===== src/core/gsp_pkg.sv =====
// Shared constants for the genset stop and protection sequencer
package gsp_pkg;
	// Register byte offsets
	localparam logic [7:0] ADDR_CONFIG = 8'h00;
	localparam logic [7:0] ADDR_COOLDOWN = 8'h04;
	localparam logic [7:0] ADDR_OVERSPEED = 8'h08;
	localparam logic [7:0] ADDR_ACCESS = 8'h0C;
	localparam logic [7:0] ADDR_CRANK_TERM = 8'h10;
	localparam logic [7:0] ADDR_OIL = 8'h14;
	localparam logic [7:0] ADDR_COOL = 8'h18;
	localparam logic [7:0] ADDR_DELAYS = 8'h1C;
	localparam logic [7:0] ADDR_HOURS = 8'h20;
	localparam logic [7:0] ADDR_STATUS = 8'h24;
	localparam logic [7:0] ADDR_CMD = 8'h28;
	// CONFIG fields
	localparam int CFG_ESTOP_HIGH = 0;
	localparam int CFG_CAN_STOP = 1;
	localparam int CFG_RESP_LSB = 2;
	localparam logic [31:0] CONFIG_RST = 32'h0000_00FE;
	// Event responses, two bits per event: oil, coolant, external
	localparam logic [1:0] RESP_OFF = 2'h0;
	localparam logic [1:0] RESP_WARN = 2'h1;
	localparam logic [1:0] RESP_SOFT = 2'h2;
	localparam logic [1:0] RESP_HARD = 2'h3;
	// ACCESS fields
	localparam logic [1:0] LEVEL_THREE = 2'h3;
	localparam int ACC_SRC_TOOL = 2;
	// Reset values of setpoints
	localparam logic [15:0] COOLDOWN_RST = 16'h012C;
	localparam logic [15:0] OVERSPEED_RST = 16'h0852;
	localparam logic [15:0] CRANK_TERM_RST = 16'h0190;
	localparam logic [31:0] OIL_RST = 32'h0064_00C8;
	localparam logic [31:0] COOL_RST = 32'h006E_0064;
	localparam logic [23:0] DELAYS_RST = 24'h0A_0A_0A;
	// Coolant shutdown threshold floor, degrees C
	localparam logic [15:0] COOL_SD_MIN = 16'h0031;
	// Timing
	localparam int CLK_PERIOD_NS = 40;
	localparam int SEC_NS = 1000000000;
	localparam int SEC_CYCLES_DEF = SEC_NS / CLK_PERIOD_NS;
	localparam logic [7:0] STOP_HOLD_S = 8'h05;
	localparam logic [8:0] TENTH_HOUR_S = 9'h168;
	// Hours meter in tenths: 596523.2 h
	localparam logic [22:0] HOURS_MAX = 23'h5B05B0;
	localparam logic [1:0] RESP_OKAY = 2'h0;
	localparam logic [1:0] RESP_SLVERR = 2'h2;
endpackage


===== src/core/gsp_sequencer.sv =====
// Stop, protection and hours logic of a generator set controller
`timescale 1ns/1ns

////////////////////////////////////////////////////////////////////////////////
// How it works
// - Stop runs cooldown; zero duration stops immediately
// - Stop held five seconds raises bypass prompt
// - OK on prompt ends cooldown, stops
// - Escape on prompt lets cooldown finish
// - Fuel output drops when cooldown ends
// - Stop request sent on CAN if configured
// - Persistent threshold or shutdown event starts shutdown
// - Response picks soft or hard shutdown
// - Disabled or warning response never stops engine
// - Active switch inputs lock out panel keys
// - Emergency stop polarity is configurable
// - Overspeed trips at once above threshold
// - Oil and coolant warn and shut separately
// - Oil, coolant shutdowns wait own delay
// - Protection timer masks them until it expires
// - Timer starts at crank terminate speed
// - Coolant shutdown threshold rejected below 49C
// - Hours count only above crank terminate
// - Hours update never lowers value
// - Hours update panel only, level three
// - Hours meter saturates at maximum
// - Overspeed change needs level three on panel
module gsp_sequencer #(
	parameter int SEC_CYCLES = gsp_pkg::SEC_CYCLES_DEF
) (
	input wire logic aclk, // bus and logic clock
	input wire logic aresetn, // synchronous reset, low
	input wire logic [7:0] s_axi_awaddr, // write address
	input wire logic s_axi_awvalid, // write address valid
	output logic s_axi_awready, // write address ready
	input wire logic [31:0] s_axi_wdata, // write data
	input wire logic [3:0] s_axi_wstrb, // byte strobes
	input wire logic s_axi_wvalid, // write data valid
	output logic s_axi_wready, // write data ready
	output logic [1:0] s_axi_bresp, // write response
	output logic s_axi_bvalid, // write response valid
	input wire logic s_axi_bready, // write response ready
	input wire logic [7:0] s_axi_araddr, // read address
	input wire logic s_axi_arvalid, // read address valid
	output logic s_axi_arready, // read address ready
	output logic [31:0] s_axi_rdata, // read data
	output logic [1:0] s_axi_rresp, // read response
	output logic s_axi_rvalid, // read data valid
	input wire logic s_axi_rready, // read data ready
	input wire logic [15:0] engine_speed, // measured rpm
	input wire logic [15:0] oil_pressure, // kPa
	input wire logic [15:0] coolant_temp, // degrees C
	input wire logic estop_in, // emergency stop pin, raw level
	input wire logic ext_shutdown, // other shutdown event present
	input wire logic run_key, // panel run key
	input wire logic stop_key, // panel stop key, level while held
	input wire logic ok_key, // panel OK key
	input wire logic esc_key, // panel escape key
	input wire logic engine_control_switch_auto, // switch input, auto
	input wire logic engine_control_switch_run, // switch input, run
	input wire logic engine_control_switch_stop, // switch input, stop
	output logic fuel_out, // fuel injection output
	output logic can_stop_req, // one-cycle CAN stop request
	output logic bypass_prompt, // cooldown bypass prompt shown
	output logic oil_warn, // low oil pressure warning
	output logic cool_warn // high coolant temperature warning
);
	typedef enum logic [1:0] {ST_STOPPED, ST_RUN, ST_COOL} gsp_state_e;

	function automatic logic hit(input logic [7:0] a, input logic [7:0] off);
		hit = (a[7:2] == off[7:2]);
	endfunction

	////////////////////////////////////////////////////////////////////////////
	// Register bus
	logic aw_q, w_q, bvalid_q, rvalid_q;
	logic [7:0] awaddr_q;
	logic [31:0] wdata_q, rdata_q;
	logic [1:0] bresp_q, rresp_q;
	logic [31:0] config_q, oil_q, cool_q;
	logic [15:0] cooldown_q, overspeed_q, crank_term_q;
	logic [23:0] delays_q;
	logic [2:0] access_q;
	logic [22:0] hours_q;
	wire wr_fire = aw_q & w_q & ~bvalid_q;
	wire full_word = &s_axi_wstrb;
	wire level3 = (access_q[1:0] == gsp_pkg::LEVEL_THREE);
	wire from_tool = access_q[gsp_pkg::ACC_SRC_TOOL];
	wire os_ok = from_tool | level3;
	wire cool_ok = wdata_q[31:16] >= gsp_pkg::COOL_SD_MIN;
	wire hours_ok = ~from_tool & level3 & (wdata_q[22:0] >= hours_q)
		& (wdata_q[22:0] <= gsp_pkg::HOURS_MAX) & (wdata_q[31:23] == 9'h000);
	wire wr_os = wr_fire & hit(awaddr_q, gsp_pkg::ADDR_OVERSPEED) & os_ok;
	wire wr_cool = wr_fire & hit(awaddr_q, gsp_pkg::ADDR_COOL) & cool_ok;
	wire wr_hours = wr_fire & hit(awaddr_q, gsp_pkg::ADDR_HOURS) & hours_ok;
	wire wr_cmd = wr_fire & hit(awaddr_q, gsp_pkg::ADDR_CMD);
	wire wr_plain = hit(awaddr_q, gsp_pkg::ADDR_CONFIG) | hit(awaddr_q, gsp_pkg::ADDR_COOLDOWN)
		| hit(awaddr_q, gsp_pkg::ADDR_ACCESS) | hit(awaddr_q, gsp_pkg::ADDR_CRANK_TERM)
		| hit(awaddr_q, gsp_pkg::ADDR_OIL) | hit(awaddr_q, gsp_pkg::ADDR_DELAYS) | wr_cmd;
	wire wr_good = wr_plain | wr_os | wr_cool | wr_hours;

	assign s_axi_awready = ~aw_q & ~bvalid_q;
	assign s_axi_wready = ~w_q & ~bvalid_q;
	assign s_axi_bvalid = bvalid_q;
	assign s_axi_bresp = bresp_q;
	assign s_axi_arready = ~rvalid_q;
	assign s_axi_rvalid = rvalid_q;
	assign s_axi_rdata = rdata_q;
	assign s_axi_rresp = rresp_q;

	always_ff @(posedge aclk)
	begin
		if (!aresetn)
		begin
			aw_q <= 1'b0;
			w_q <= 1'b0;
			bvalid_q <= 1'b0;
			bresp_q <= gsp_pkg::RESP_OKAY;
			awaddr_q <= 8'h00;
			wdata_q <= 32'h0000_0000;
		end
		else
		begin
			if (s_axi_awvalid && s_axi_awready)
			begin
				aw_q <= 1'b1;
				awaddr_q <= s_axi_awaddr;
			end
			if (s_axi_wvalid && s_axi_wready)
			begin
				w_q <= 1'b1;
				wdata_q <= s_axi_wdata;
			end
			if (wr_fire)
			begin
				aw_q <= 1'b0;
				w_q <= 1'b0;
				bvalid_q <= 1'b1;
				bresp_q <= (wr_good && full_word) ? gsp_pkg::RESP_OKAY : gsp_pkg::RESP_SLVERR;
			end
			else if (bvalid_q && s_axi_bready)
				bvalid_q <= 1'b0;
		end
	end

	// Partial-word writes are refused whole, so a setpoint never holds half a value
	wire wr_en = wr_fire & full_word;
	always_ff @(posedge aclk)
	begin
		if (!aresetn)
		begin
			config_q <= gsp_pkg::CONFIG_RST;
			cooldown_q <= gsp_pkg::COOLDOWN_RST;
			overspeed_q <= gsp_pkg::OVERSPEED_RST;
			access_q <= 3'h0;
			crank_term_q <= gsp_pkg::CRANK_TERM_RST;
			oil_q <= gsp_pkg::OIL_RST;
			cool_q <= gsp_pkg::COOL_RST;
			delays_q <= gsp_pkg::DELAYS_RST;
		end
		else if (wr_en)
		begin
			if (hit(awaddr_q, gsp_pkg::ADDR_CONFIG))
				config_q <= wdata_q;
			if (hit(awaddr_q, gsp_pkg::ADDR_COOLDOWN))
				cooldown_q <= wdata_q[15:0];
			if (wr_os)
				overspeed_q <= wdata_q[15:0];
			if (hit(awaddr_q, gsp_pkg::ADDR_ACCESS))
				access_q <= wdata_q[2:0];
			if (hit(awaddr_q, gsp_pkg::ADDR_CRANK_TERM))
				crank_term_q <= wdata_q[15:0];
			if (hit(awaddr_q, gsp_pkg::ADDR_OIL))
				oil_q <= wdata_q;
			if (wr_cool)
				cool_q <= wdata_q;
			if (hit(awaddr_q, gsp_pkg::ADDR_DELAYS))
				delays_q <= wdata_q[23:0];
		end
	end

	////////////////////////////////////////////////////////////////////////////
	// Seconds tick and protection channels
	logic [31:0] sec_cnt_q;
	wire tick = (sec_cnt_q == SEC_CYCLES - 1);
	always_ff @(posedge aclk)
	begin
		if (!aresetn || tick)
			sec_cnt_q <= 32'h0000_0000;
		else
			sec_cnt_q <= sec_cnt_q + 32'h0000_0001;
	end

	gsp_state_e state_q, state_d;
	wire running = (state_q != ST_STOPPED);
	wire above_ct = engine_speed > crank_term_q;
	logic [7:0] fpt_cnt_q;
	logic fpt_done_q;
	always_ff @(posedge aclk)
	begin
		if (!aresetn || !running)
		begin
			fpt_cnt_q <= 8'h00;
			fpt_done_q <= 1'b0;
		end
		else if (engine_speed >= crank_term_q && tick && !fpt_done_q)
		begin
			fpt_cnt_q <= fpt_cnt_q + 8'h01;
			fpt_done_q <= (fpt_cnt_q + 8'h01) >= delays_q[23:16];
		end
	end
	wire fpt_open = running & fpt_done_q;

	// Channel 0 is low oil pressure, channel 1 is high coolant temperature
	logic [1:0] warn_c, sd_cond, sd_trip;
	logic [7:0] sd_cnt_q [2];
	assign warn_c[0] = oil_pressure < oil_q[15:0];
	assign warn_c[1] = coolant_temp > cool_q[15:0];
	assign sd_cond[0] = oil_pressure < oil_q[31:16];
	assign sd_cond[1] = coolant_temp > cool_q[31:16];
	genvar g;
	generate
		for (g = 0; g < 2; g++)
		begin : g_chan
			wire [7:0] dly = delays_q[8*g +: 8];
			always_ff @(posedge aclk)
			begin
				if (!aresetn || !sd_cond[g] || !fpt_open)
					sd_cnt_q[g] <= 8'h00;
				else if (tick && sd_cnt_q[g] < dly)
					sd_cnt_q[g] <= sd_cnt_q[g] + 8'h01;
			end
			assign sd_trip[g] = sd_cond[g] & fpt_open & (sd_cnt_q[g] >= dly);
		end
	endgenerate

	wire [1:0] resp_oil = config_q[gsp_pkg::CFG_RESP_LSB +: 2];
	wire [1:0] resp_cool = config_q[gsp_pkg::CFG_RESP_LSB + 2 +: 2];
	wire [1:0] resp_ext = config_q[gsp_pkg::CFG_RESP_LSB + 4 +: 2];
	wire estop = estop_in ~^ config_q[gsp_pkg::CFG_ESTOP_HIGH];
	wire overspeed = running & (engine_speed > overspeed_q);
	wire sd_hard = estop | overspeed | (sd_trip[0] & (resp_oil == gsp_pkg::RESP_HARD))
		| (sd_trip[1] & (resp_cool == gsp_pkg::RESP_HARD))
		| (running & ext_shutdown & (resp_ext == gsp_pkg::RESP_HARD));
	wire sd_soft = (sd_trip[0] & (resp_oil == gsp_pkg::RESP_SOFT))
		| (sd_trip[1] & (resp_cool == gsp_pkg::RESP_SOFT))
		| (running & ext_shutdown & (resp_ext == gsp_pkg::RESP_SOFT));

	// Latched shutdown blocks restart; a new event wins over the reset command
	logic latched_q;
	always_ff @(posedge aclk)
	begin
		if (!aresetn)
			latched_q <= 1'b0;
		else if (sd_hard || sd_soft)
			latched_q <= 1'b1;
		else if (wr_cmd && wr_en && wdata_q[0])
			latched_q <= 1'b0;
	end

	////////////////////////////////////////////////////////////////////////////
	// Start and stop sequencing
	wire switch_held = engine_control_switch_auto | engine_control_switch_run | engine_control_switch_stop;
	wire panel_ok = ~switch_held;
	wire start_req = (run_key & panel_ok) | engine_control_switch_run;
	wire stop_req = (stop_key & panel_ok) | engine_control_switch_stop;
	logic [15:0] cool_cnt_q;
	logic [7:0] hold_cnt_q;
	logic prompt_q, fuel_q, can_q;
	wire cool_done = (cool_cnt_q >= cooldown_q);
	wire bypass = prompt_q & ok_key & panel_ok;
	wire decline = prompt_q & esc_key & panel_ok;

	always_comb
	begin
		state_d = state_q;
		unique case (state_q)
			ST_STOPPED:
				if (start_req && !latched_q && !sd_hard && !sd_soft)
					state_d = ST_RUN;
			ST_RUN:
				if (sd_hard)
					state_d = ST_STOPPED;
				else if (sd_soft || stop_req)
					state_d = (cooldown_q == 16'h0000) ? ST_STOPPED : ST_COOL;
			ST_COOL:
				if (sd_hard || cool_done || bypass)
					state_d = ST_STOPPED;
		endcase
	end
	wire stop_now = running & (state_d == ST_STOPPED);

	always_ff @(posedge aclk)
	begin
		if (!aresetn)
		begin
			state_q <= ST_STOPPED;
			fuel_q <= 1'b0;
			can_q <= 1'b0;
		end
		else
		begin
			state_q <= state_d;
			fuel_q <= (state_d != ST_STOPPED);
			can_q <= stop_now & config_q[gsp_pkg::CFG_CAN_STOP];
		end
	end

	// Cooldown counts whole seconds from entry; escape does not stop it
	always_ff @(posedge aclk)
	begin
		if (!aresetn || state_q != ST_COOL)
			cool_cnt_q <= 16'h0000;
		else if (tick && !cool_done)
			cool_cnt_q <= cool_cnt_q + 16'h0001;
	end

	always_ff @(posedge aclk)
	begin
		if (!aresetn || state_q != ST_COOL || !(stop_key && panel_ok))
			hold_cnt_q <= 8'h00;
		else if (tick && hold_cnt_q < gsp_pkg::STOP_HOLD_S)
			hold_cnt_q <= hold_cnt_q + 8'h01;
	end
	always_ff @(posedge aclk)
	begin
		if (!aresetn || state_d != ST_COOL || decline)
			prompt_q <= 1'b0;
		else if (hold_cnt_q == gsp_pkg::STOP_HOLD_S)
			prompt_q <= 1'b1;
	end

	////////////////////////////////////////////////////////////////////////////
	// Operating hours meter, tenths of an hour
	logic [8:0] hr_sec_q;
	wire at_max = (hours_q == gsp_pkg::HOURS_MAX);
	always_ff @(posedge aclk)
	begin
		if (!aresetn)
		begin
			hr_sec_q <= 9'h000;
			hours_q <= 23'h000000;
		end
		else if (wr_hours && full_word)
			hours_q <= wdata_q[22:0];
		else if (tick && above_ct && !at_max)
		begin
			if (hr_sec_q == gsp_pkg::TENTH_HOUR_S - 9'h001)
			begin
				hr_sec_q <= 9'h000;
				hours_q <= hours_q + 23'h000001;
			end
			else
				hr_sec_q <= hr_sec_q + 9'h001;
		end
	end

	////////////////////////////////////////////////////////////////////////////
	// Read path
	wire [31:0] status_w = {24'h000000, sd_trip, latched_q, prompt_q, fpt_done_q, fuel_q,
		state_q == ST_COOL, state_q == ST_RUN};
	logic [31:0] rd_mux;
	assign rd_mux = hit(s_axi_araddr, gsp_pkg::ADDR_CONFIG) ? config_q
		: hit(s_axi_araddr, gsp_pkg::ADDR_COOLDOWN) ? {16'h0000, cooldown_q}
		: hit(s_axi_araddr, gsp_pkg::ADDR_OVERSPEED) ? {16'h0000, overspeed_q}
		: hit(s_axi_araddr, gsp_pkg::ADDR_ACCESS) ? {29'h00000000, access_q}
		: hit(s_axi_araddr, gsp_pkg::ADDR_CRANK_TERM) ? {16'h0000, crank_term_q}
		: hit(s_axi_araddr, gsp_pkg::ADDR_OIL) ? oil_q
		: hit(s_axi_araddr, gsp_pkg::ADDR_COOL) ? cool_q
		: hit(s_axi_araddr, gsp_pkg::ADDR_DELAYS) ? {8'h00, delays_q}
		: hit(s_axi_araddr, gsp_pkg::ADDR_HOURS) ? {9'h000, hours_q}
		: hit(s_axi_araddr, gsp_pkg::ADDR_STATUS) ? status_w : 32'h0000_0000;
	wire rd_known = hit(s_axi_araddr, gsp_pkg::ADDR_CMD) | (s_axi_araddr <= gsp_pkg::ADDR_STATUS);

	always_ff @(posedge aclk)
	begin
		if (!aresetn)
		begin
			rvalid_q <= 1'b0;
			rdata_q <= 32'h0000_0000;
			rresp_q <= gsp_pkg::RESP_OKAY;
		end
		else if (s_axi_arvalid && s_axi_arready)
		begin
			rvalid_q <= 1'b1;
			rdata_q <= rd_mux;
			rresp_q <= rd_known ? gsp_pkg::RESP_OKAY : gsp_pkg::RESP_SLVERR;
		end
		else if (s_axi_rready)
			rvalid_q <= 1'b0;
	end

	assign fuel_out = fuel_q;
	assign can_stop_req = can_q;
	assign bypass_prompt = prompt_q;
	assign oil_warn = warn_c[0] & running & (resp_oil != gsp_pkg::RESP_OFF);
	assign cool_warn = warn_c[1] & running & (resp_cool != gsp_pkg::RESP_OFF);
endmodule


===== config.mk =====
export PLATFORM = sky130hd
export DESIGN_NAME = gsp_sequencer
export DESIGN_NICKNAME = d
export VERILOG_FILES = /design/src/core/gsp_pkg.sv /design/src/core/gsp_sequencer.sv
export SDC_FILE = /design/constraint.sdc
export NUM_CORES = 1
export LEC_CHECK = 0
export ABC_AREA = 1
export BUFFER_PORTS_ARGS = -buffer_cell sky130_fd_sc_hd__clkbuf_2
export CAP_MARGIN = 20
export CORE_MARGIN = 5
export CORE_UTILIZATION = 27
export DETAILED_ROUTE_END_ITERATION = 10
export SLEW_MARGIN = 20
export SYNTH_ARGS = -nofsm -noshare
export SYNTH_HDL_FRONTEND = slang
export SYNTH_SLANG_ARGS = --single-unit

===== constraint.sdc =====
create_clock -name aclk -period 3.1 [get_ports aclk]
set_clock_uncertainty 0.05 [all_clocks]
set_input_delay 0.62 -clock aclk [delete_from_list [all_inputs] [get_ports aclk]]
set_output_delay 0.62 -clock aclk [all_outputs]
set_load 0.005 [all_outputs]

==> results.json, run 1 <==
{
  "outcome": "finished with violations",
  "grt_start_max_net_pins": 103,
  "ctsHoldBuffers": 0,
  "ys_ff_latch": 366,
  "grt_pass1_wl_um": 116000,
  "grt_pass1_vias": 19000,
  "crit_fanout": 2,
  "overflow": 0,
  "crit_type": "reg2out",
  "wirelength_um": 78000,
  "yosysTopAreaCellShare": 0.344,
  "cts_tree": "done",
  "track_usage": 0.184,
  "ioPinCount": 162,
  "synthTopCellsByArea": "dfxtp_1 34%, ha_1 10%, a21oi_1 8.4%",
  "clkSinkCount": 366,
  "dr.first_iter.drc_count": 1759,
  "firstDrtPassIters": 7,
  "die_area_um2": 81100,
  "gp_congestion": 0.976,
  "initial_core_util": 0.273,
  "postSynthAreaPerCell_um2": 7.27,
  "setup_viol": 2,
  "rsz0062_at_grt": "yes",
  "worst_skew_pair.late_latency_ns": 0.58,
  "fin_crit_ns": 3.31,
  "violations": "setup timing",
  "power_mw": 11.3,
  "leakage_nw": 10.1,
  "root_buffer": "clkbuf_16",
  "clock_path_buffers": 3,
  "seqPwrFrac": 0.437,
  "final_max_slew_viol_count": 0,
  "fin_ws_ns": -0.212,
  "top_layer": "met5",
  "cp-start-kind": "flop",
  "synth_edf_count": 16,
  "ys_warn_count": 0,
  "max-slew-margin-rel": 0.537,
  "rows": 100,
  "path_clk_slew_ns": 0.06,
  "p_sw_mw": 3.02,
  "wl_per_cell_um": 19.3,
  "fin_nets": 3322,
  "drive_gt1_frac": 0.142,
  "fp.dieH_um": 285,
  "post-route-period-util": 1.07,
  "syn-cell-area_um2": 20400,
  "switching_share": 0.268,
  "arrival_ns": 2.64,
  "tightestPinTransition_ns": 0.689,
  "clkPwrFrac": 0.464,
  "cts_buffers": 41,
  "area_delta_synth_final_pct": 20.7,
  "stdcell_area_um2": 24600,
  "antenna_found_initial": 5,
  "die_width_um": 285,
  "portBuffers": 157,
  "worstPathRequired_ns": 2.43,
  "irDropWorstVdd_mv": 0.340,
  "fillers": 8030,
  "synthArstFlopShare": 0,
  "p_int_mw": 8.25,
  "ant_nets": 0,
  "drc": 0,
  "holdCritPathClass": "in2reg",
  "dp_hpwl_um": 61900,
  "viasPerCell": 5.07,
  "core-area_um2": 74700,
  "synthFlopType": "dfxtp_1",
  "fmax_ghz": 0.302,
  "syn_inst": 2804,
  "cellPowerDensity_nw_per_um2": 458,
  "maxCapViolCount": 0,
  "hold_viol_final": 0,
  "met3_wirelength_um": 7120,
  "vias": 20500,
  "end_kind": "primary output",
  "ys_seq_area_frac": 0.367,
  "ctsHtreeMaxLevel": 2,
  "yosysTopAreaCell": "dfxtp_1",
  "placed_area_um2": 23100,
  "met1_length_um": 33500,
  "synth_cell_types": 58,
  "power.share.combinational": 0.099,
  "wl_met2_um": 34100
}
power groups by stage:
stage	Sequential, mW	Combinational, mW	Clock (mW)
floorplan	4.97	0.559	0
global placement	5.03	1.07	0
detailed placement	5.03	1.08	0
CTS	4.92	1.09	5.29
global route	4.93	1.22	5.49
finish	4.93	1.11	5.23
cells in the mapped netlist (16+ instances only):
cell type and n:
nand3_1 94, o21ai_0 269, o22ai_1 22, nand2_1 427, clkbuf_1 94, inv_1 372
xor2_1 36, nand4_1 66, dfxtp_1 350, nor4_1 48, a211oi_1 39, edfxtp_1 16
o211ai_1 20, nor2_1 228, nor3_1 39, ha_1 171, a31oi_1 28, a21oi_1 343
cells in the final DEF, fill, tap and decap left out, types with 37 or more instances in the layout:
cell       synthesis  final
nand2_1          427    424
ha_1             171    169
nand4_1           66     66
o21ai_0          269    268
nor3_1            39     37
nor2_1           228    225
nand3_1           94     94
clkbuf_2           1    155
clkbuf_16          0     43
a211oi_1          39     39
inv_1            372    366
nor4_1            48     48
buf_4              5    140
dfxtp_1          350    345
a21oi_1          343    342
registers in the layout (all words and copies together), names as in the netlist, 9 cells and up:
name	flops
crank_term_q	16
config_q	32
cooldown_q	16
cool_cnt_q	16
cool_q	32
hr_sec_q	9
wdata_q	32
s_axi_rdata	32
hours_q	23
sec_cnt_q	32
overspeed_q	16
oil_q	32
sd_cnt_q	16
delays_q	24
timing repair:
| item | CTS | global route |
|---|---|---|
| endpoints found under the setup margin | 2 | 8 |
| setup buffers | 1 | 0 |
| pin swaps | 3 | 6 |
| gates resized for setup | 15 | 18 |
through the flow:
stage	setup TNS [ns]	setup WS, ns	hold WS [ns]	utilization	instances
after global placement	-0.304	-0.263	0.367	0.309	3960
after CTS	-0.383	-0.265	0.243	0.329	4036
after detailed placement	-0.195	-0.195	0.370	0.309	3960
final	-0.232	-0.212	0.262	0.330	4037
after global routing	-0.382	-0.293	0.282	0.329	4036
after floorplan	0	0.610	0.358	-	2805
layer usage:
metal  track usage  vias up
met4        0.0690        4
li1              -    10000
met3        0.0452      151
met5             0        -
met2         0.290      795
met1         0.244     9479
area by class of cell:
| type | count | area, um2 | area share |
|---|---|---|---|
| Antenna cell | 1 | 2.50 | 0.000102 |
| Timing Repair Buffer | 301 | 1920 | 0.0781 |
| Clock inverter | 21 | 254 | 0.0103 |
| Sequential cell | 366 | 7500 | 0.305 |
| Multi-Input combinational cell | 1945 | 11100 | 0.451 |
| Clock buffer | 54 | 1180 | 0.0478 |
| Tap cell | 969 | 1210 | 0.0493 |
| Inverter | 380 | 1440 | 0.0585 |
path summary, 6_finish.rpt:
check,from,to,slack (ns),depth (start not counted)
min,s_axi_bready,s_axi_bvalid,0.26,4
max,oil_q[7],oil_warn,-0.21,11
min reg2reg,hold_cnt_q[6],hold_cnt_q[6],0.38,2
max reg2reg,crank_term_q[15],hr_sec_q[7],0.32,14
worst max-delay path, cell delays in order (launching register included):
cell	delay, ns
dfxtp_1	0.37
inv_1	0.10
ha_1	0.30
a21oi_1	0.15
o21ai_1	0.09
a21oi_2	0.18
buf_4	0.17
nor2_2	0.04
a2111oi_2	0.22
buf_4	0.18
o21a_1	0.15
clkbuf_2	0.13
kinds of logic after synthesis:
kind of cell / count (synthesis) / synth area share
adders and majority gates: 171 / 0.105
and+or+nand+nor: 956 / 0.208
AOI/OAI and AO/OA: 774 / 0.209
other: 1 / 0.000184
xor gates and xnor gates: 42 / 0.0180
buffers and inverters: 494 / 0.0927
DFF: 366 / 0.367
No activity file was read; power rests on OpenSTA's default activity.
==> run 2: changes to the inputs <==
CORE_MARGIN = 1.5   (was 5)
==> results.json, run 2 (synthesis gave the netlist of run 1 again) <==
{
  "track_usage": 0.198,
  "rows": 100,
  "die_width_um": 278,
  "seqPwrFrac": 0.435,
  "outcome": "finished with violations",
  "end_kind": "primary output",
  "wirelength_um": 78000,
  "portBuffers": 157,
  "reg2reg_slack_ns": 0.17,
  "cp-start-kind": "flop",
  "crit_fanout": 3,
  "clock_path_buffers": 3,
  "ant_nets": 0,
  "dp_hpwl_um": 62100,
  "power.share.combinational": 0.098,
  "core-area_um2": 74600,
  "cellPowerDensity_nw_per_um2": 460,
  "whs_ns": 0.249,
  "fin_nets": 3316,
  "fillers": 8114,
  "ioPinCount": 162,
  "tightestPinTransition_ns": 0.661,
  "p_sw_mw": 2.98,
  "vias": 20500,
  "r2r_start": "hours_q[20]",
  "wl_per_cell_um": 19.4,
  "fin_crit_ns": 3.21,
  "hold_end": "s_axi_bvalid",
  "final_max_slew_viol_count": 0,
  "post-route-period-util": 1.04,
  "holdCritPathClass": "in2reg",
  "maxCapViolCount": 0,
  "overflow": 0,
  "dr.first_iter.drc_count": 1821,
  "die_area_um2": 77200,
  "irDropWorstVdd_mv": 0.399,
  "arrival_ns": 2.54,
  "path_clk_slew_ns": 0.06,
  "ctsHtreeMaxLevel": 2,
  "switching_share": 0.263,
  "final_common_cell": "nand2_1",
  "clkPwrFrac": 0.467,
  "grt_pass1_wl_um": 117000,
  "worst_skew_pair.late_latency_ns": 0.60,
  "final_cell_mix": "425 x nand2_1, 364 x inv_1, 345 x dfxtp_1",
  "fin_ws_ns": -0.112,
  "totalNegativeSetupSlack_ns": -0.141,
  "antenna_found_initial": 3,
  "crit_type": "reg2out",
  "min_from": "s_axi_bready",
  "viasPerCell": 5.08,
  "ff2ff_path_depth": 14,
  "hold_viol_final": 0,
  "setup_viol": 2,
  "leakage_nw": 10.0,
  "max-slew-margin-rel": 0.556,
  "cts_tree": "done",
  "antenna_cells": 0,
  "p_int_mw": 8.35,
  "worstPathRequired_ns": 2.43,
  "grt_pass1_vias": 19000,
  "fmax_ghz": 0.311,
  "drc": 0,
  "clkSinkCount": 366,
  "rsz0062_at_grt": "yes",
  "root_buffer": "clkbuf_16",
  "min_path_cells": 4,
  "violations": "setup timing",
  "fp.dieH_um": 278,
  "postCtsSetupBuffers": 0,
  "firstDrtPassIters": 6,
  "initial_core_util": 0.273,
  "gp_congestion": 0.992,
  "cts_buffers": 42,
  "reg2reg_to": "hours_q[12]",
  "area_delta_synth_final_pct": 20.8,
  "grt_start_max_net_pins": 100,
  "drive_gt1_frac": 0.139
}
-- run 2: repair_timing --
action                     in CTS  in global routing
hold buffers                    0                  0
gates resized for setup        26                  5
setup endpoints to repair       2                 10
pin swaps                       0                  1
-- run 2: through the flow --
step	total power, mW	std cells	utilization	setup WS (ns)	area [um2]
2_1_floorplan	5.53	2805	-	0.610	20400
3_3_place_gp	6.09	3954	0.309	-0.154	23100
3_5_place_dp	6.10	3954	0.309	-0.112	23100
6_report	11.3	4029	0.330	-0.112	24600
4_1_cts	11.4	4029	0.330	-0.145	24600
5_1_grt	11.7	4029	0.330	-0.198	24600
-- run 2: layout make-up --
cell class | instances | area, um2 | share of cell area
multi-input cells | 1945 | 11100 | 0.451
flip-flops and latches | 366 | 7490 | 0.304
repair buffers | 294 | 1920 | 0.0779
inverters | 380 | 1430 | 0.0582
well taps | 969 | 1210 | 0.0492
clock buffers | 57 | 1200 | 0.0487
clock inverters | 18 | 253 | 0.0103
-- run 2: power groups by stage --
stage	combinational, mW	clock, mW	sequential (mW)
after floorplan	0.559	0	4.97
after global placement	1.07	0	5.02
after detailed placement	1.07	0	5.02
after CTS	1.09	5.36	4.92
after global routing	1.21	5.55	4.93
final	1.11	5.30	4.93
-- run 2: worst max-delay path by stage --
stage	startpoint	endpoint	slack [ns]	cells after the start
finish	oil_q[1]	oil_warn	-0.11	12
global route	oil_q[1]	oil_warn	-0.20	12
CTS	oil_q[5]	oil_warn	-0.15	11
detailed placement	oil_pressure[1]	oil_warn	-0.11	12
global placement	oil_pressure[1]	oil_warn	-0.15	12
floorplan	engine_speed[15]	hours_q[14]	0.61	9
-- run 2: critical path, stage by stage (launching register included) --
cell and delay, ns:
dfxtp_2 0.33, inv_4 0.09, ha_4 0.20, o21a_1 0.09, o211ai_1 0.15, nand2_1 0.09, a21oi_2 0.21, buf_6 0.14
nor2_2 0.05, a2111oi_4 0.18, buf_4 0.17, o21a_1 0.14, clkbuf_2 0.13
-- run 2: layer usage --
| metal | GRT usage | share of wire |
|---|---|---|
| met1 | 0.262 | 0.43 |
| met2 | 0.315 | 0.45 |
| met3 | 0.0355 | 0.083 |
| met4 | 0.0806 | 0.039 |
| met5 | 0 | 0.00035 |
